$ cat src/core/fbf_pkg.sv
/*
  Shared constants for the function block execution framework.
  Assumes a 125 MHz system clock.
*/
package fbf_pkg;
  localparam int unsigned CLK_PERIOD_PS = 8000;
  localparam int unsigned STEP_MS       = 4;
  localparam int unsigned STEP_CYCLES   = (STEP_MS * 1000000000) / CLK_PERIOD_PS;
  localparam int unsigned MAX_BLOCKS    = 300;
  localparam logic [8:0]  MAX_BLOCKS_V  = 9'(MAX_BLOCKS);
  localparam logic [10:0] BLK_PER_STEP  = 11'd100;
  localparam logic [2:0]  MAX_STEPS     = 3'h4;
  localparam logic [2:0]  STEPS_RST     = 3'h1;
  localparam int unsigned NUM_IN        = 16;
  localparam int unsigned NUM_SLOT      = 8;
  localparam int unsigned NUM_PHYS      = 8;
  localparam int unsigned SRC_W         = 5;
  localparam int unsigned SLOT_W        = 3;
  localparam logic [1:0]  OP_AND        = 2'h0;
  localparam logic [1:0]  OP_OR         = 2'h1;
  localparam logic [1:0]  OP_XOR        = 2'h2;
  localparam logic [1:0]  OP_NOT        = 2'h3;
  localparam logic [7:0]  DISC_RST      = 8'h00;
endpackage

$ cat src/core/fbf_engine.sv
/*
  Cyclic execution engine for a small array of logic function block slots.
  Configuration arrives as static ports from the surrounding controller.
*/
// Notes on behaviour
// - Accept up to 300 blocks; load lengthens period
// - Inverted port swaps high and low
// - Period is a whole multiple of 4 ms
// - Overloaded period grows by one 4 ms step; here load clamps at 300, so it stays at three steps
// - Monitored times tolerate 10 ms plus period
// - Period timebase within 100 ppm
// - Inputs come from input elements or blocks
// - One block output fans out widely
// - Error output exists when monitoring is set
// - Error output high on detected fault
// - Error high forces release output low
// - Error clears only on block reset condition
`timescale 1ns/1ps
`default_nettype none
module fbf_engine #(
  parameter int unsigned STEP_DIV = fbf_pkg::STEP_CYCLES
) (
  input  wire logic                                           clk_sys_in,
  input  wire logic                                           sys_rst_in,
  input  wire logic [fbf_pkg::NUM_IN-1:0]                     in_elem_in,
  input  wire logic [8:0]                                     blk_count_in,
  input  wire logic [fbf_pkg::NUM_SLOT*2*fbf_pkg::SRC_W-1:0]  src_sel_in,
  input  wire logic [fbf_pkg::NUM_SLOT*2-1:0]                 in_inv_in,
  input  wire logic [fbf_pkg::NUM_SLOT-1:0]                   out_inv_in,
  input  wire logic [fbf_pkg::NUM_SLOT*2-1:0]                 op_sel_in,
  input  wire logic [fbf_pkg::NUM_SLOT-1:0]                   mon_en_in,
  input  wire logic [7:0]                                     sync_lim_in,
  input  wire logic [fbf_pkg::NUM_PHYS*fbf_pkg::SLOT_W-1:0]   phys_sel_in,
  input  wire logic [fbf_pkg::NUM_PHYS-1:0]                   phys_inv_in,
  output var  logic [fbf_pkg::NUM_SLOT-1:0]                   release_out,
  output var  logic [fbf_pkg::NUM_SLOT-1:0]                   err_out,
  output var  logic [fbf_pkg::NUM_PHYS-1:0]                   phys_out,
  output var  logic [2:0]                                     period_steps_out,
  output var  logic                                           period_pulse_out,
  output var  logic                                           overload_out
);
  import fbf_pkg::*;

  logic                    tick;
  logic [2:0]              step_cnt;
  logic                    exec_stb;
  logic [8:0]              load;
  logic [10:0]             cap_now;
  logic [10:0]             cap_less;
  logic [NUM_IN-1:0]       snap;
  logic [NUM_SLOT-1:0]     res;
  logic [NUM_SLOT-1:0]     next_err;
  logic [NUM_SLOT-1:0]     err_set;
  logic [7:0]              disc [NUM_SLOT];

  // Source decode: 0..15 input elements, 16..23 block outputs
  function automatic logic pick_src(input logic [SRC_W-1:0] sel,
                                    input logic [NUM_IN-1:0] ins,
                                    input logic [NUM_SLOT-1:0] blks);
    logic v;
    v = 1'b0;
    if (sel < SRC_W'(NUM_IN)) begin
      v = ins[sel[3:0]];
    end else if (sel < SRC_W'(NUM_IN + NUM_SLOT)) begin
      v = blks[sel[2:0]];
    end
    return v;
  endfunction

  fbf_tick_gen #(
    .DIV (STEP_DIV)
  ) u_tick (
    .clk_sys_in (clk_sys_in),
    .sys_rst_in (sys_rst_in),
    .tick_out   (tick)
  );

  // Beyond the supported count the load is treated as the maximum
  assign load     = (blk_count_in > MAX_BLOCKS_V) ? MAX_BLOCKS_V : blk_count_in;
  assign cap_now  = 11'(period_steps_out * BLK_PER_STEP);
  assign cap_less = 11'((period_steps_out - 3'h1) * BLK_PER_STEP);
  assign exec_stb = tick && (step_cnt == period_steps_out - 3'h1);

  always_ff @(posedge clk_sys_in or posedge sys_rst_in) begin
    if (sys_rst_in) begin
      step_cnt <= 3'h0;
    end else if (exec_stb) begin
      step_cnt <= 3'h0;
    end else if (tick) begin
      step_cnt <= step_cnt + 3'h1;
    end
  end

  // Length changes only at a period boundary, one step at a time
  always_ff @(posedge clk_sys_in or posedge sys_rst_in) begin
    if (sys_rst_in) begin
      period_steps_out <= STEPS_RST;
    end else if (exec_stb) begin
      if ({2'b00, load} > cap_now && period_steps_out < MAX_STEPS) begin
        period_steps_out <= period_steps_out + 3'h1;
      end else if (period_steps_out > STEPS_RST && {2'b00, load} <= cap_less) begin
        period_steps_out <= period_steps_out - 3'h1;
      end
    end
  end

  always_ff @(posedge clk_sys_in or posedge sys_rst_in) begin
    if (sys_rst_in) begin
      overload_out     <= 1'b0;
      period_pulse_out <= 1'b0;
    end else begin
      overload_out     <= blk_count_in > MAX_BLOCKS_V;
      period_pulse_out <= exec_stb;
    end
  end

  // Inputs frozen for the whole period
  always_ff @(posedge clk_sys_in or posedge sys_rst_in) begin
    if (sys_rst_in) begin
      snap <= '0;
    end else if (exec_stb) begin
      snap <= in_elem_in;
    end
  end

  for (genvar s = 0; s < NUM_SLOT; s++) begin : g_slot
    logic a;
    logic b;
    logic f;
    // Block feedback is last period's release, so chains add one period each
    assign a = pick_src(src_sel_in[(2*s)*SRC_W +: SRC_W], snap, release_out) ^ in_inv_in[2*s];
    assign b = pick_src(src_sel_in[(2*s+1)*SRC_W +: SRC_W], snap, release_out)
               ^ in_inv_in[2*s+1];

    always_comb begin
      unique case (op_sel_in[2*s +: 2])
        OP_AND:  f = a & b;
        OP_OR:   f = a | b;
        OP_XOR:  f = a ^ b;
        OP_NOT:  f = ~a;
      endcase
    end

    // Counted in whole periods: resolution is one period on top of 10 ms
    always_ff @(posedge clk_sys_in or posedge sys_rst_in) begin
      if (sys_rst_in) begin
        disc[s] <= DISC_RST;
      end else if (exec_stb) begin
        if (a == b || !mon_en_in[s]) begin
          disc[s] <= DISC_RST;
        end else if (disc[s] != 8'hFF) begin
          disc[s] <= disc[s] + 8'h01;
        end
      end
    end

    assign err_set[s] = mon_en_in[s] && (a != b) && (disc[s] >= sync_lim_in);

    // Set beats clear; clear needs both inputs back low together, or monitoring off
    always_comb begin
      if (err_set[s]) begin
        next_err[s] = 1'b1;
      end else if (!mon_en_in[s] || (!a && !b)) begin
        next_err[s] = 1'b0;
      end else begin
        next_err[s] = err_out[s];
      end
      res[s] = (f ^ out_inv_in[s]) & ~next_err[s];
    end
  end

  always_ff @(posedge clk_sys_in or posedge sys_rst_in) begin
    if (sys_rst_in) begin
      err_out     <= '0;
      release_out <= '0;
    end else if (exec_stb) begin
      err_out     <= next_err;
      release_out <= res;
    end
  end

  for (genvar p = 0; p < NUM_PHYS; p++) begin : g_phys
    // Any release may drive several physical outputs
    always_ff @(posedge clk_sys_in or posedge sys_rst_in) begin
      if (sys_rst_in) begin
        phys_out[p] <= 1'b0;
      end else if (exec_stb) begin
        phys_out[p] <= res[phys_sel_in[p*SLOT_W +: SLOT_W]] ^ phys_inv_in[p];
      end
    end
  end
endmodule
`default_nettype wire

$ cat src/core/fbf_tick_gen.sv
/*
  Divider giving one-cycle pulses at the 4 ms execution step.
  Assumes the system clock itself meets the timebase accuracy.
*/
`timescale 1ns/1ps
`default_nettype none
module fbf_tick_gen #(
  parameter int unsigned DIV = fbf_pkg::STEP_CYCLES
) (
  input  wire logic clk_sys_in,
  input  wire logic sys_rst_in,
  output var  logic tick_out
);
  import fbf_pkg::*;

  logic [19:0] cnt;

  // Timebase error is purely the clock's; no trimming here
  always_ff @(posedge clk_sys_in or posedge sys_rst_in) begin
    if (sys_rst_in) begin
      cnt      <= 20'h00000;
      tick_out <= 1'b0;
    end else if (cnt == 20'(DIV - 1)) begin
      cnt      <= 20'h00000;
      tick_out <= 1'b1;
    end else begin
      cnt      <= cnt + 20'h00001;
      tick_out <= 1'b0;
    end
  end
endmodule
`default_nettype wire
$ cat config.mk
export PLATFORM = sky130hd
export DESIGN_NAME = fbf_engine
export DESIGN_NICKNAME = d
export VERILOG_FILES = /design/src/core/fbf_pkg.sv /design/src/core/fbf_engine.sv /design/src/core/fbf_tick_gen.sv
export SDC_FILE = /design/constraint.sdc
export NUM_CORES = 1
export LEC_CHECK = 0
export BUFFER_PORTS_ARGS = -buffer_cell sky130_fd_sc_hd__buf_2
export CAP_MARGIN = 20
export CORE_ASPECT_RATIO = 1.2
export CORE_MARGIN = 2
export CORE_UTILIZATION = 40
export DETAILED_ROUTE_END_ITERATION = 10
export PLACE_DENSITY = 0.72
export REMOVE_ABC_BUFFERS = 1
export SLEW_MARGIN = 20
export SYNTH_ARGS = -nofsm -noshare
export SYNTH_HDL_FRONTEND = slang
export SYNTH_HIERARCHICAL = 1
export SYNTH_SLANG_ARGS = --single-unit
$ cat constraint.sdc
create_clock -name clk_sys_in -period 7 [get_ports clk_sys_in]
set_input_delay 1.4 -clock clk_sys_in [delete_from_list [all_inputs] [get_ports clk_sys_in]]
set_output_delay 1.4 -clock clk_sys_in [all_outputs]
set_load 0.005 [all_outputs]
### Word level (Yosys, flattened, before mapping)

Index checks and enable logic that the tools add are counted.

* mux-type cells: 159
* div/mod/pow operators: 0
* $add $sub $neg: 13
* bitwise gates (word level): 80
* shifts and indexed selects: 0
* reductions and logical operators: 94
* equality and inequality tests: 50
* multiply operators: 2
* $lt $le $gt $ge: 85

Operators by type and width (count)
* 5-bit < comparator, second input constant: 32
* 8-bit two-way mux: 16
* 3-bit by 4-bit < comparator with 1-bit output, second input constant: 24
* 1-bit two-way mux: 89
* 4-bit by 5-bit < comparator with 1-bit output, second input constant: 16
* 1-bit binary-select mux with 3-bit select: 24
* 8-bit by 1-bit adder with 8-bit output, second input constant: 8
* 1-bit binary-select mux with 4-bit select: 16
* 8-bit >= comparator: 8
* 8-bit != test, second input constant: 8
* 1-bit bitwise XOR: 40
* 2-bit == test, second input constant: 16
* 1-bit one-hot mux with 4 select lines: 8
* 1-bit logical AND: 27
* 1-bit logical NOT: 24
* 20-bit by 1-bit adder with 20-bit output, second input constant: 1
* 20-bit by 19-bit == test with 1-bit output, second input constant: 1
* 20-bit two-way mux: 1
* 2-bit nonzero test: 10
* 2-bit AND reduction: 9
* 1-bit bitwise AND: 16
* 2-bit by 1-bit == test with 1-bit output, second input constant: 8
* 2-bit logical NOT: 8
* 1-bit logical OR: 16
* other kinds (17): 57

* ROM bits: 0
* memories kept: 0
* output and inout port bits: 29
* bits in registers: 133
* bits in writable memories: 0
* latch bits: 0
* logic and storage cells: 508
* input bits: 195

### Longest topological paths before layout

* word-level depth: 15
* gate-level depth with buffers: 19
* mapped depth without buffers: 19

### Cells and area by module

Netlist, hierarchy kept.

Modules (own cells, without submodules)
* fbf_engine: cells each 1361, times used 1, seq. area each 2803.9 um2, area each 12695.9 um2
* fbf_tick_gen: cells each 93, times used 1, seq. area each 525.5 um2, area each 997.2 um2

### Worst setup path before layout

OpenSTA, ideal clock, no wires.

* kind: input to register
* start: input src_sel_in[35] (netlist name)
* end: register phys_out[1] (netlist name)
* cell stages on the path: 16
* path buffers: 1
* slack: 1.779 ns
* arrival time: 5.097 ns
* library setup time: 0.124 ns
* required time: 6.876 ns
* cell sequence: clkbuf_1 > mux4_2 > mux4_2 > mux2i_1 > xnor2_1 > inv_1 > ha_1 > xor2_1 > and2_1 > o31a_1 > a221oi_1 > nand3_1 > o311a_1 > a2bb2oi_2 > a31oi_1 > o31a_1

* longest elaborated chain between the ends: 15
* elaborated cells between the ends (all ways): 27
* those cells by class: 2 x order compare; 1 x eq/ne; 11 x mux; 8 x bitwise; 5 x reduce/logical

Ends and longest elaborated chain
* from (decl): line fbf_engine.sv:27 `input wire logic [fbf_pkg::NUM_SLOT*2*fbf_pkg::SRC_W-1:0] src_sel_in,`
* 1-bit binary-select mux with 3-bit select: line fbf_engine.sv:65 `v = blks[sel[2:0]];`
* 1-bit two-way mux (implied by the code): line fbf_engine.sv:65
* 1-bit two-way mux: line fbf_engine.sv:64 `end else if (sel < SRC_W'(NUM_IN + NUM_SLOT)) begin`
* 1-bit two-way mux *: line fbf_engine.sv:62 `if (sel < SRC_W'(NUM_IN)) begin`
* 1-bit bitwise XOR *: line fbf_engine.sv:133 `^ in_inv_in[2*s+1];`
* 1-bit logical NOT: line fbf_engine.sv:163 `end else if (!mon_en_in[s] || (!a && !b)) begin`
* 1-bit logical AND: line fbf_engine.sv:163
* 1-bit logical OR: line fbf_engine.sv:163
* 1-bit two-way mux: line fbf_engine.sv:163
* 1-bit two-way mux: line fbf_engine.sv:161 `if (err_set[s]) begin`
* 1-bit inverter: line fbf_engine.sv:168 `res[s] = (f ^ out_inv_in[s]) & ~next_err[s];`
* 1-bit bitwise AND *: line fbf_engine.sv:168
* 1-bit binary-select mux with 3-bit select *: line fbf_engine.sv:188 `phys_out[p] <= res[phys_sel_in[p*SLOT_W +: SLOT_W]] ^ phys_inv_in[p];`
* 1-bit two-way mux (implied by the code) *: line fbf_engine.sv:188
* 1-bit bitwise XOR *: line fbf_engine.sv:188
* to (signal, indexed assignment): line fbf_engine.sv:188
* to (decl): line fbf_engine.sv:37 `output var logic [fbf_pkg::NUM_PHYS-1:0] phys_out,`

Mark *: on every way between the ends. The rest lies on a longest branch, timed or not. The select of a mux whose other input is x is not followed.
A chain may end at the register's enable or synchronous reset.

### Final worst setup path

* start: input src_sel_in[35] (netlist name)
* end: register phys_out[3] (netlist name)

Same word-level chain as after synthesis.

==> run summary <==
The tree built by TritonCTS fans out to 133 sinks. The remaining antenna violation count after routing is 0. The sequential cell area fraction in the yosys report is 24.3%. In the synthesized netlist the dominant register cell turns out to be sky130_fd_sc_hd__dfrtp_1. The total leakage power is 6.98 nW. The final-report setup violation count came out at 0. The total routed wirelength came out at 41.5 mm.

The count of max-cap constraint violations came out at 0. Derived from the worst setup path, the maximum achievable clock frequency is 192 MHz. The length of the first detailed-routing pass in iterations is 5.

TritonCTS built the clock tree. The global placement routability congestion came out at 0.908. The placement row count came out at 74.

Tracing the worst setup path back leads to its startpoint at src_sel_in[35]. Cell internal power was estimated by the tool at 0.00149 W. For flop-to-flop paths, the worst setup slack is 2200 ps.

The height of the die came out at 207 um. For the pin with the worst max-slew slack, the measured transition is 1070 ps. The clock reaches the later pin of the worst-skew pair after 450 ps. The post-cts repair resize count came out at 0.

The hold slack is 483 ps. The setup TNS is 0 ps. The DRC violations left is 0. The layout overhead on the synthesized area came out at 15.0%. The total clock buffers created by CTS is 17.

The power density over the cells is 137 nW/um^2. Setup repair after global routing left no endpoint under its margin. In this run the worst path has a maximum fanout of 9. The headroom to the max-slew limit is 28.6%. The via count of the first global-routing pass came out at 12867.

The net switching power came out at 0.000665 W. Input and output buffers added on the ports amount to 223. The most critical setup path has its endpoint at phys_out[3]$_DFFE_PP0P_.

The count of final hold-check violations came out at 0. The worst setup path is captured at a flip-flop. The violation count after the first detailed-routing iteration came out at 957. The synthesis-stage register bit count is 133.

The number of buffers inserted for hold repair after clock tree synthesis is 0. At the worst endpoint, the arrival time is 5540 ps. The share of total power dissipated in combinational logic is 21.2%. The global-route congestion overflow total is 0. The time the final worst path needs with I/O delays and setup came out at 5210 ps. The hold-critical path depth came out at 1. The longest clock path from root to sink contains 2 buffers. The total global routing track utilization came out at 23.2%. The least setup slack across all paths after layout is 1790 ps. Of the total power, the share spent switching nets is 30.9%. The data required time at the worst endpoint came out at 7320 ps. After the last flow step, the layout net total stands at 1956. The path category of the worst min-delay check is flip-flop to flip-flop. The average size of a mapped cell came out at 9.42 sq um. The endpoint of the lowest-slack register-to-register path is phys_out[3]$_DFFE_PP0P_.

The maximum vdd ir drop came out at 0.154 mV. The post-placement worst setup slack came out at 1370 ps. The power consumption came out at 0.00215 W. The number of warning messages in the yosys log is 6.

The post-route netlist has 24.5% of its cells at a drive strength greater than 1. The width of the die is 173 um. Once detailed placement completed, the half-perimeter wirelength came to 30.7 mm. The area of the multi-input gates is 9730 sq um. The sequential cell area in the final layout came out at 3330 sq um.

The buffer count from post-CTS setup fixing is 0. The count of unique library cells instantiated by Yosys is 82. Across the routed clock network, the largest skew measured is 16.1 ps. The relative contribution of the clock network to total power is 42.6%.

The initial core utilization is 40.4%. The number of antenna violations at the first check in global routing came out at 16. The I/O pin count is 224. The count of filler cells inserted in the layout is 3223.

The region available for standard cell placement spans 33900 sq um. The worst setup path is launched from an input port. Clock tree synthesis selected as its root buffer the cell sky130_fd_sc_hd__clkbuf_16. The critical path is of the input port to flip-flop type.

In the routed layout, each cell is associated on average with a via count of 5.99. The instance count of the mapped netlist came out at 1454. The die outline area came out at 35700 sq um. Sequential cells account for 36.2% of the total power. The flow ran to the end, and the final reports show no timing, DRC or antenna violations.

The count of flip-flops with a built-in enable after synthesis came out at 0. After layout, the worst path uses 74.5% of the clock period. The number of H-tree branching levels came out at 4. Entering global routing, the biggest net connects 76 pins.

Dividing the detail-routed wire length by the instance count gives 19.7 um. Summing every instance area after synthesis gives 13700 sq um. The clock transition at the registers of the reported paths is 70 ps. The fraction of synthesis flops using an asynchronous set or reset pin is 100%. The final-report max-slew violation count was 0. The first global-routing pass estimated 66.3 mm of wire.

The cell count of the worst reg-to-reg path came out at 15. The total number of vias is 12656. The reg-to-reg startpoint is release_out[5]$_DFFE_PP0P_.
-- cells in the final DEF (no fill, tap or decap), types with 6 or more instances in the layout --
| cell | synthesis | routed |
|---|---|---|
| sky130_fd_sc_hd__buf_2 | 7 | 223 |
| sky130_fd_sc_hd__nand2_1 | 158 | 158 |
| sky130_fd_sc_hd__dfrtp_1 | 132 | 132 |
| sky130_fd_sc_hd__ha_1 | 122 | 122 |
| sky130_fd_sc_hd__nor2_1 | 112 | 112 |
| sky130_fd_sc_hd__mux4_2 | 97 | 97 |
| sky130_fd_sc_hd__inv_1 | 90 | 89 |
| sky130_fd_sc_hd__o21ai_0 | 80 | 80 |
| sky130_fd_sc_hd__nand3_1 | 60 | 60 |
| sky130_fd_sc_hd__mux2i_1 | 43 | 43 |
| sky130_fd_sc_hd__xor2_1 | 39 | 39 |
| sky130_fd_sc_hd__a21oi_1 | 38 | 38 |
| sky130_fd_sc_hd__nand4_1 | 36 | 36 |
| sky130_fd_sc_hd__xnor2_1 | 35 | 35 |
| sky130_fd_sc_hd__and2_1 | 24 | 24 |
| sky130_fd_sc_hd__or3_1 | 17 | 17 |
| sky130_fd_sc_hd__clkbuf_16 | 0 | 17 |
| sky130_fd_sc_hd__nor2b_1 | 16 | 16 |
| sky130_fd_sc_hd__nand2b_1 | 16 | 16 |
| sky130_fd_sc_hd__and3_1 | 16 | 16 |
| sky130_fd_sc_hd__nor3b_1 | 16 | 16 |
| sky130_fd_sc_hd__nor3_1 | 15 | 15 |
| sky130_fd_sc_hd__a21o_1 | 13 | 13 |
| sky130_fd_sc_hd__o21a_1 | 12 | 12 |
| sky130_fd_sc_hd__a211oi_1 | 12 | 12 |
| sky130_fd_sc_hd__a22oi_1 | 11 | 11 |
| sky130_fd_sc_hd__nor4_1 | 11 | 11 |
| sky130_fd_sc_hd__a41oi_1 | 10 | 10 |
| sky130_fd_sc_hd__diode_2 | 0 | 9 |
| sky130_fd_sc_hd__o311ai_1 | 9 | 9 |
| sky130_fd_sc_hd__a31oi_1 | 8 | 8 |
| sky130_fd_sc_hd__o31ai_1 | 8 | 8 |
| sky130_fd_sc_hd__a32o_1 | 7 | 7 |
| sky130_fd_sc_hd__or2_2 | 7 | 7 |
| sky130_fd_sc_hd__a31o_2 | 7 | 7 |
| sky130_fd_sc_hd__nand3b_1 | 7 | 7 |
| sky130_fd_sc_hd__o2111ai_1 | 7 | 7 |
| sky130_fd_sc_hd__a211o_2 | 6 | 6 |
| sky130_fd_sc_hd__buf_4 | 1 | 6 |
-- cells in the mapped netlist, types with 4 or more instances --
library cell                instances  area [sq um]
sky130_fd_sc_hd__buf_1              7          26.3
sky130_fd_sc_hd__mux4_1             5           131
sky130_fd_sc_hd__nand3_1           60           300
sky130_fd_sc_hd__ha_1             122          1530
sky130_fd_sc_hd__nor3_1            15          75.1
sky130_fd_sc_hd__mux2i_1           43           430
sky130_fd_sc_hd__and3_1            16           100
sky130_fd_sc_hd__dfrtp_1          132          3300
sky130_fd_sc_hd__o31ai_1            8          60.1
sky130_fd_sc_hd__nand3b_1           7          52.6
sky130_fd_sc_hd__a31oi_1            8          50.1
sky130_fd_sc_hd__o31a_1             4          35.0
sky130_fd_sc_hd__o311ai_1           9          78.8
sky130_fd_sc_hd__nor4_1            11          68.8
sky130_fd_sc_hd__a32o_1             7          70.1
sky130_fd_sc_hd__mux2_2             5          56.3
sky130_fd_sc_hd__a22oi_1           11          82.6
sky130_fd_sc_hd__a211o_2            6          60.1
sky130_fd_sc_hd__clkbuf_1          51           191
sky130_fd_sc_hd__a41oi_1           10          87.6
sky130_fd_sc_hd__o2111ai_1          7          61.3
sky130_fd_sc_hd__or2_2              7          43.8
sky130_fd_sc_hd__nor3b_1           16           120
sky130_fd_sc_hd__nor2_1           112           420
sky130_fd_sc_hd__xnor2_1           35           307
sky130_fd_sc_hd__buf_2              7          35.0
sky130_fd_sc_hd__fa_1               5           100
sky130_fd_sc_hd__a21oi_1           38           190
sky130_fd_sc_hd__mux4_2            97          2180
sky130_fd_sc_hd__nor2b_1           16           100
sky130_fd_sc_hd__a21boi_0           4          30.0
sky130_fd_sc_hd__inv_1             90           338
sky130_fd_sc_hd__nand2_1          158           593
sky130_fd_sc_hd__nand2b_1          16           100
sky130_fd_sc_hd__o21ai_0           80           400
sky130_fd_sc_hd__o21a_1            12          90.1
sky130_fd_sc_hd__a211oi_1          12          90.1
sky130_fd_sc_hd__or3_1             17           106
sky130_fd_sc_hd__a31o_2             7          61.3
sky130_fd_sc_hd__xor2_1            39           342
sky130_fd_sc_hd__and2_1            24           150
sky130_fd_sc_hd__a21o_1            13          97.6
sky130_fd_sc_hd__nand4_1           36           225
-- state kept, by name (all words and copies together), names as in the netlist --
| name | flops |
|---|---|
| release_out | 8 |
| err_out | 8 |
| overload_out | 1 |
| period_steps_out | 3 |
| phys_out | 8 |
| u_tick/tick_out | 1 |
| step_cnt | 3 |
| u_tick/cnt | 20 |
| disc | 64 |
| period_pulse_out | 1 |
| snap | 16 |
-- stage by stage --
step                      util, %  std cells  area (sq um)
after floorplan                 -       1385         13400
after global placement       44.7       2071         15100
after detailed placement     44.7       2071         15100
after CTS                    46.4       2103         15700
after global routing         46.5       2109         15700
final                        46.5       2112         15800
-- worst max-delay path, stage by stage --
cell	delay, ps
sky130_fd_sc_hd__buf_2	190
sky130_fd_sc_hd__mux4_2	520
sky130_fd_sc_hd__mux4_2	460
sky130_fd_sc_hd__mux2i_1	180
sky130_fd_sc_hd__xnor2_1	170
sky130_fd_sc_hd__inv_1	70
sky130_fd_sc_hd__ha_1	200
sky130_fd_sc_hd__xor2_1	160
sky130_fd_sc_hd__and2_1	160
sky130_fd_sc_hd__o31a_1	270
sky130_fd_sc_hd__a221oi_1	230
sky130_fd_sc_hd__nand3_1	470
sky130_fd_sc_hd__o311a_1	490
sky130_fd_sc_hd__a2bb2oi_2	140
sky130_fd_sc_hd__a31oi_1	120
sky130_fd_sc_hd__o31a_1	310
-- metal layers --
metal | wire length (um) | vias to the layer above | track usage, % | share of wire, %
met3 | 3590 | 157 | 6.12 | 8.6
met2 | 20400 | 649 | 40.3 | 49
met5 | 62 | - | 0 | 0.15
met1 | 15500 | 6033 | 25.8 | 37
li1 | - | 5807 | - | -
met4 | 2040 | 10 | 13.7 | 4.9
-- worst min-delay path by stage --
stage	slack, ps	start	endpoint
global placement	460	u_tick/cnt[19]$_DFF_PP0_	u_tick/cnt[19]$_DFF_PP0_
finish	480	u_tick/cnt[19]$_DFF_PP0_	u_tick/cnt[19]$_DFF_PP0_
floorplan	440	u_tick/cnt[19]$_DFF_PP0_	u_tick/cnt[19]$_DFF_PP0_
detailed placement	470	u_tick/cnt[19]$_DFF_PP0_	u_tick/cnt[19]$_DFF_PP0_
global route	510	u_tick/cnt[19]$_DFF_PP0_	u_tick/cnt[19]$_DFF_PP0_
CTS	480	u_tick/cnt[19]$_DFF_PP0_	u_tick/cnt[19]$_DFF_PP0_
-- power groups by stage --
stage | registers (W) | clock network [W] | logic, W
floorplan | 0.000792 | 0 | 0.000260
global placement | 0.000792 | 0 | 0.000436
detailed placement | 0.000792 | 0 | 0.000451
CTS | 0.000778 | 0.000929 | 0.000454
global route | 0.000778 | 0.000961 | 0.000503
finish | 0.000778 | 0.000917 | 0.000456
-- cells by family (layout without fill, tap and decap cells) --
group                    count (synthesis)  in the layout  share of synthesized area, %
adder cells (fa/ha/maj)                127            127                          11.9
AND/OR/NAND/NOR                        533            533                          19.8
multiplexers                           150            150                          20.5
AO/OA/AOI/OAI                          276            276                          13.9
other                                    0              9                             0
buffers and inverters                  159            352                          4.61
flip-flops                             133            133                          24.3
XOR/XNOR                                76             76                          5.02
-- final cells by class --
class                   instances  area share, %
inverters                      90           2.16
clock buffers                  17           2.70
multi-input cells            1162           61.8
repair buffers                230           7.44
diodes                          9          0.143
well taps                     456           3.62
clock inverters                15           1.00
flip-flops and latches        133           21.1
Power figures use the tool's default switching activity.
